[src/include/plf_pkg.sv]
package plf_pkg;
    // -------------------------------------------------------------------
    // Commands
    // -------------------------------------------------------------------
    localparam logic [7:0] CMD_LOCK_WRITE  = 8'h20;
    localparam logic [7:0] CMD_FUSE_READ   = 8'h04;
    localparam logic [7:0] CMD_RESET_VAL   = 8'h00;
    // -------------------------------------------------------------------
    // Lock byte layout (0 = programmed)
    // -------------------------------------------------------------------
    localparam int         LOCK_ONE_POS    = 0;
    localparam int         LOCK_TWO_POS    = 1;
    localparam logic [7:0] BOOT_LOCK_MASK  = 8'h3c;
    localparam logic [7:0] ERASED_BYTE     = 8'hff;
    // -------------------------------------------------------------------
    // Timing
    // -------------------------------------------------------------------
    localparam int         CLK_PERIOD_NS   = 10;
    localparam int         WRITE_TIME_NS   = 4500;
    localparam int         WRITE_CYCLES    =
        (WRITE_TIME_NS + CLK_PERIOD_NS - 1) / CLK_PERIOD_NS;
    // -------------------------------------------------------------------
    // States
    // -------------------------------------------------------------------
    typedef enum logic [0:0] {
        PLF_IDLE,
        PLF_BUSY
    } plf_state_t;
endpackage

[src/rtl/plf_lock_fuse.sv]
// Operation
// RULE_01: Programmer loads lock-write command first
// RULE_02: Zero data bits program lock bits
// RULE_03: Full lock blocks boot lock programming
// RULE_04: Programmer pulses write, waits for ready
// RULE_05: Lock bits clear only by chip erase
// RULE_06: Programmer loads fuse-read command first
// RULE_07: Selects 00 drive low fuse byte
// RULE_08: Selects 11 drive high fuse byte
// RULE_09: High=1 low=0 drive extended fuses
// RULE_10: High=0 low=1 drive lock bits
// RULE_11: Zero on bus means programmed
// RULE_12: Programmer ends readback with enable high
// RULE_13: Command persists; bus released when disabled
// RULE_14: Ready low from strobe until write done
`timescale 1ns/1ps
module plf_lock_fuse
    import plf_pkg::*;
#(
    parameter int WRITE_CNT = WRITE_CYCLES
) (
    input  wire logic       clk,
    input  wire logic       rst,
    input  wire logic       cmd_load,
    input  wire logic       data_load,
    input  wire logic [7:0] data_in,
    input  wire logic       write_n,
    input  wire logic       output_en_n,
    input  wire logic       byte_select_low,
    input  wire logic       byte_select_high,
    input  wire logic       chip_erase,
    input  wire logic [7:0] fuse_low,
    input  wire logic [7:0] fuse_high,
    input  wire logic [7:0] fuse_ext,
    output logic      [7:0] data_out,
    output logic            data_oe,
    output logic            ready_busy_out,
    output logic      [7:0] lock_bits
);
    // Counter is 16 bits wide and needs at least one busy cycle
    if (WRITE_CNT < 1 || WRITE_CNT > 65535) begin : g_bad_write_cnt
        $error("WRITE_CNT out of range");
    end

    // -------------------------------------------------------------------
    // State
    // -------------------------------------------------------------------
    typedef struct packed {
        plf_state_t  st;
        logic [7:0]  cmd;
        logic [7:0]  wdata;
        logic [7:0]  lock;
        logic [15:0] cnt;
        logic        wr_prev;
        logic [7:0]  dout;
        logic        oe;
    } plf_regs_t;

    plf_regs_t regs_ff;
    plf_regs_t nxt_regs;

    function automatic logic [7:0] plf_read_sel(
        input logic       hi,
        input logic       lo,
        input logic [7:0] fl,
        input logic [7:0] fh,
        input logic [7:0] fe,
        input logic [7:0] lk
    );
        case ({hi, lo})
            2'b00:   plf_read_sel = fl; // RULE_07
            2'b11:   plf_read_sel = fh; // RULE_08
            2'b10:   plf_read_sel = fe; // RULE_09
            default: plf_read_sel = lk; // RULE_10
        endcase
    endfunction

    logic       full_lock;
    logic [7:0] prog_mask;
    logic       wr_fall;

    assign full_lock = ~regs_ff.lock[LOCK_ONE_POS]
                     & ~regs_ff.lock[LOCK_TWO_POS]; // RULE_03
    assign wr_fall   = regs_ff.wr_prev & ~write_n;

    always_comb begin
        prog_mask = ~regs_ff.wdata; // RULE_02
        if (full_lock) begin
            prog_mask = prog_mask & ~BOOT_LOCK_MASK; // RULE_03
        end
    end

    // -------------------------------------------------------------------
    // Next state
    // -------------------------------------------------------------------
    always_comb begin
        nxt_regs         = regs_ff;
        nxt_regs.wr_prev = write_n;
        if (cmd_load && regs_ff.st == PLF_IDLE) begin
            nxt_regs.cmd = data_in; // RULE_13
        end
        if (data_load && regs_ff.st == PLF_IDLE) begin
            nxt_regs.wdata = data_in;
        end
        case (regs_ff.st)
            PLF_IDLE: begin
                if (chip_erase) begin
                    nxt_regs.lock = ERASED_BYTE; // RULE_05
                end else if (wr_fall && regs_ff.cmd == CMD_LOCK_WRITE) begin
                    nxt_regs.st  = PLF_BUSY; // RULE_14
                    nxt_regs.cnt = 16'(WRITE_CNT - 1);
                end
            end
            PLF_BUSY: begin
                if (regs_ff.cnt == 16'h0000) begin
                    // Only clears bits: lock-write cannot unprogram
                    nxt_regs.lock = regs_ff.lock & ~prog_mask; // RULE_05
                    nxt_regs.st   = PLF_IDLE; // RULE_14
                end else begin
                    nxt_regs.cnt = regs_ff.cnt - 16'h0001;
                end
            end
            default: nxt_regs.st = PLF_IDLE;
        endcase
        nxt_regs.oe = ~output_en_n && regs_ff.cmd == CMD_FUSE_READ; // RULE_13
        nxt_regs.dout = plf_read_sel(byte_select_high, byte_select_low,
                                     fuse_low, fuse_high, fuse_ext,
                                     regs_ff.lock); // RULE_11
    end

    always_ff @(posedge clk or posedge rst) begin
        if (rst) begin
            regs_ff.st      <= PLF_IDLE;
            regs_ff.cmd     <= CMD_RESET_VAL;
            regs_ff.wdata   <= ERASED_BYTE;
            regs_ff.lock    <= ERASED_BYTE;
            regs_ff.cnt     <= 16'h0000;
            regs_ff.wr_prev <= 1'b1;
            regs_ff.dout    <= 8'h00;
            regs_ff.oe      <= 1'b0;
        end else begin
            regs_ff <= nxt_regs;
        end
    end

    // -------------------------------------------------------------------
    // Outputs
    // -------------------------------------------------------------------
    assign data_out       = regs_ff.dout;
    assign data_oe        = regs_ff.oe;
    assign ready_busy_out = (regs_ff.st == PLF_IDLE);
    assign lock_bits      = regs_ff.lock;

    // -------------------------------------------------------------------
    // Assertions
    // -------------------------------------------------------------------
    property p_busy_on_write;
        @(posedge clk) disable iff (rst)
        (regs_ff.st == PLF_IDLE && !chip_erase && wr_fall
         && regs_ff.cmd == CMD_LOCK_WRITE) |=> !ready_busy_out;
    endproperty
    a_busy_on_write: assert property (p_busy_on_write) // RULE_14
        else $error("ready not low after write strobe");

    property p_lock_monotone;
        @(posedge clk) disable iff (rst)
        !$past(chip_erase) |-> ((lock_bits & ~$past(lock_bits)) == 8'h00);
    endproperty
    a_lock_monotone: assert property (p_lock_monotone) // RULE_05
        else $error("lock bit unprogrammed without erase");

    property p_boot_guard;
        @(posedge clk) disable iff (rst)
        (full_lock && !chip_erase) |=>
            ((lock_bits & BOOT_LOCK_MASK) ==
             ($past(lock_bits) & BOOT_LOCK_MASK));
    endproperty
    a_boot_guard: assert property (p_boot_guard) // RULE_03
        else $error("boot lock changed under full lock");

    property p_release_bus;
        @(posedge clk) disable iff (rst)
        output_en_n |=> !data_oe;
    endproperty
    a_release_bus: assert property (p_release_bus) // RULE_13
        else $error("bus driven while enable inactive");

    property p_read_low;
        @(posedge clk) disable iff (rst)
        (!output_en_n && !byte_select_high && !byte_select_low)
        |=> data_out == $past(fuse_low);
    endproperty
    a_read_low: assert property (p_read_low) // RULE_07
        else $error("low fuse byte wrong");

    property p_read_high;
        @(posedge clk) disable iff (rst)
        (!output_en_n && byte_select_high && byte_select_low)
        |=> data_out == $past(fuse_high);
    endproperty
    a_read_high: assert property (p_read_high) // RULE_08
        else $error("high fuse byte wrong");

    property p_read_ext;
        @(posedge clk) disable iff (rst)
        (!output_en_n && byte_select_high && !byte_select_low)
        |=> data_out == $past(fuse_ext);
    endproperty
    a_read_ext: assert property (p_read_ext) // RULE_09
        else $error("extended fuse byte wrong");

    property p_read_lock;
        @(posedge clk) disable iff (rst)
        (!output_en_n && !byte_select_high && byte_select_low)
        |=> data_out == $past(lock_bits);
    endproperty
    a_read_lock: assert property (p_read_lock) // RULE_10
        else $error("lock byte wrong");

    property p_program_zero;
        @(posedge clk) disable iff (rst)
        (regs_ff.st == PLF_BUSY && regs_ff.cnt == 16'h0000 && !full_lock)
        |=> lock_bits == ($past(lock_bits) & $past(regs_ff.wdata));
    endproperty
    a_program_zero: assert property (p_program_zero) // RULE_02
        else $error("lock write result wrong");

    c_write: cover property (@(posedge clk) disable iff (rst)
        !ready_busy_out ##1 ready_busy_out);
    c_read: cover property (@(posedge clk) disable iff (rst) data_oe);
    c_full: cover property (@(posedge clk) disable iff (rst) full_lock);
endmodule

[config.mk]
export PLATFORM = sky130hd
export DESIGN_NAME = plf_lock_fuse
export DESIGN_NICKNAME = d
export VERILOG_FILES = /design/src/include/plf_pkg.sv /design/src/rtl/plf_lock_fuse.sv
export SDC_FILE = /design/constraint.sdc
export NUM_CORES = 1
export LEC_CHECK = 0
export BUFFER_PORTS_ARGS = -buffer_cell sky130_fd_sc_hd__buf_2
export CORE_ASPECT_RATIO = 0.8
export CORE_MARGIN = 1.5
export CORE_UTILIZATION = 50
export CTS_BUF_LIST = sky130_fd_sc_hd__clkbuf_4
export DETAILED_ROUTE_END_ITERATION = 7
export GPL_TIMING_DRIVEN = 0
export PLACE_DENSITY = 0.81
export SYNTH_ARGS = -nofsm -noshare
export SYNTH_HDL_FRONTEND = slang
export SYNTH_SLANG_ARGS = --single-unit
export TNS_END_PERCENT = 20
[constraint.sdc]
create_clock -name clk -period 5.1 [get_ports clk]
set_input_delay 0.51 -clock clk [delete_from_list [all_inputs] [get_ports clk]]
set_output_delay 0.51 -clock clk [all_outputs]
set_load 0.1 [all_outputs]
==> impl_metrics.json <==
{
  "fp-row-count": 22,
  "worstPathRequired_ns": 5.37,
  "dieArea_mm2": 0.00531,
  "post-cts-setup-buffers": 0,
  "p_leak_nw": 1.23,
  "grt_overflow_total": 0,
  "yosysTopAreaCell": "dfrtp_1",
  "min_period_ns": 2.75,
  "setup_tns_ns": 0,
  "wl_mm": 4.68,
  "cts_inserted_buffers": 5,
  "die_w_um": 81.1,
  "setup_slack_ns": 2.35,
  "finalSetupViolations": 0,
  "drt_iter0_markers": 123,
  "synth.area.top_cells": "dfrtp_1, dfstp_2, mux2_2",
  "grt_max_degree": 42,
  "synth_area_mm2": 0.00244,
  "synthCells": 207,
  "clock-sinks": 51,
  "n_fill_cell": 371,
  "start_util": 0.525,
  "synth_edf_count": 0,
  "ys_ff_latch": 51,
  "regToRegStartpoint": "regs_ff[10]$_DFFE_PP0P_",
  "synthArstFlopShare": 1.00,
  "cts_resized": 0,
  "avgSynthCellArea_um2": 11.8,
  "cp-start-kind": "flop",
  "finalPower_mw": 1.07,
  "layout_worst_path_cycle_share": 0.540,
  "nNetsFinal": 313,
  "ys_seq_area_frac": 0.532,
  "die_h_um": 65.5,
  "antenna_found_initial": 0,
  "ys.flop_type": "dfrtp_1",
  "yosysWarnings": 0,
  "syn_nets": 249,
  "avgRoutedWirePerCell_um": 14.1,
  "viasPerCell": 5.20,
  "end_kind": "flop",
  "area_growth_pct": 18.8,
  "core_area_mm2": 0.00465,
  "criticalPathCategory": "reg2reg",
  "finalInstanceArea_mm2": 0.00290,
  "clk_pin_slew_ns": 0.15,
  "grt_pass1_wl_mm": 7.93,
  "antenna_left": 0,
  "skew_ns": 0.0168,
  "tightest_slew_ns": 0.787,
  "peakVddDrop_mv": 0.185,
  "preCtsSetupSlack_ns": 2.40,
  "hold_buffers": 0,
  "ioPinCount": 59,
  "num_vias": 1727,
  "run_status": "complete, no violations",
  "max_cap_violations": 0,
  "max_freq_mhz": 363,
  "antennaDiodeCount": 0,
  "drive_gt1_frac": 0.474,
  "rsz0062_at_grt": "no",
  "hold_class": "in2async",
  "port_buffers": 56,
  "synth.distinct_cells": 41,
  "hold_viol_final": 0,
  "hpwl_mm": 3.61,
  "clk_latency_ns": 0.36,
  "cp.arrival_ns": 3.02,
  "p_per_area_mw_per_mm2": 369,
  "clock_path_buffers": 2,
  "cts_tree": "yes",
  "clock-root-buffer": "clkbuf_4",
  "drv_slew": 0,
  "h-tree-depth": 2,
  "crit_fanout": 6,
  "place_area_mm2": 0.00282,
  "grt_use_total": 0.197,
  "slew_headroom": 0.470,
  "gp_congestion": 0.776,
  "grt_pass1_vias": 1616,
  "crit_start": "regs_ff[10]$_DFFE_PP0P_",
  "synth_top_area_share": 0.349,
  "drtPass1Iterations": 4,
  "drc": 0
}
## per-stage QoR
stage                     hold WS (ns)  instances  utilization
after CTS                       0.0491        332        0.623
after floorplan                  0.415        207            -
final                           0.0525        332        0.623
after global routing            0.0504        332        0.623
after detailed placement         0.446        324        0.605
after global placement           0.437        323        0.601
## worst paths after layout
path                                            end  slack, ns  depth (start not counted)
setup / recovery            regs_ff[19]$_DFFE_PP0P_       2.35                          7
hold / removal              regs_ff[18]$_DFFE_PP0P_       0.05                          2
setup reg to reg            regs_ff[19]$_DFFE_PP0P_       2.35                          7
hold reg to reg                   data_oe$_DFF_PP0_       0.47                          1
max in group asynchronous  lock_bits[1]$_DFFE_PP1P_       4.49                          3
min in group clk               regs_ff[9]$_DFF_PP1_       0.24                          1
## final cells by class
class | instances | area (um2) | area share
inverters | 8 | 30.0 | 0.0104
multi-input cells | 126 | 956 | 0.330
flip-flops and latches | 51 | 1300 | 0.448
repair buffers | 57 | 300 | 0.104
clock inverters | 1 | 30.0 | 0.0104
plain buffers | 22 | 158 | 0.0544
clock buffers | 7 | 52.6 | 0.0181
well taps | 60 | 75.1 | 0.0259
## power breakdown
group,switching (mW),total (mW),leakage (nW),internal (mW)
Clock,0.121,0.236,0.0463,0.115
Combinational,0.154,0.271,0.609,0.116
Sequential,0.0765,0.562,0.579,0.486
Total,0.352,1.07,1.23,0.717
## cell usage in the layout, fill, tap and decap left out, drive strengths merged
cell	n
or4	5
nor2b	2
dfstp	17
xnor2	1
dlygate4sd1	1
or2	1
or3	3
nor4bb	1
buf	73
a21o	2
clkbuf	12
o41ai	1
dfrtp	34
xor2	1
nor3	5
nand2b	2
mux4	8
o21ai	8
clkinv	1
mux2	16
or3b	1
nor2	8
nor4b	1
o211ai	2
o31ai	5
a21oi	9
nor4	5
nor3b	1
and2	1
o22ai	2
o32a	1
bufinv	1
nand3	5
nand2	20
a31oi	7
ha	1
a41oi	1
inv	7
## critical path: stages (launching register included)
cell and delay [ns]:
dfrtp_1 0.44, inv_1 0.07, ha_1 0.19, or3b_1 0.44, or4_4 0.56, o21ai_0 0.65
nor3_1 0.11, a21o_2 0.21
## per-layer routing
metal | track usage | up-vias | wire length (um) | part of all wire
met3 | 0.0375 | 5 | 202 | 0.043
met4 | 0.0517 | 0 | 47 | 0.010
met5 | 0 | - | 0 | 0
li1 | - | 870 | - | -
met2 | 0.286 | 45 | 2100 | 0.45
met1 | 0.300 | 807 | 2340 | 0.50
## cell usage after synthesis (2+ instances only)
library cell,instances
o31ai_1,5
dfstp_2,17
a21oi_1,9
nor3_1,5
nand2b_1,2
or3_1,2
o22ai_1,2
inv_1,7
nor2b_1,2
a31oi_1,7
nor2_1,8
dfrtp_1,34
mux4_2,8
o211ai_1,2
mux2_2,16
o21ai_0,8
or4_4,2
or4_1,3
nand2_1,20
nand3_1,5
buf_4,16
clkbuf_1,4
nor4_1,5
## cell families after synthesis
kind of cell,count (synthesis),synth area share
AO/OA/AOI/OAI,38,0.0974
XOR/XNOR,2,0.00718
adder cells (fa/ha/maj),1,0.00512
buffers and inverters,30,0.0769
flip-flops,51,0.532
multiplexers,24,0.148
AND/OR/NAND/NOR,61,0.134
## registers in the layout (all words and copies together) (netlist names)
| register | cells |
|---|---|
| regs_ff | 34 |
| data_out | 8 |
| data_oe | 1 |
| lock_bits | 8 |
No activity file was read; power rests on OpenSTA's default activity.
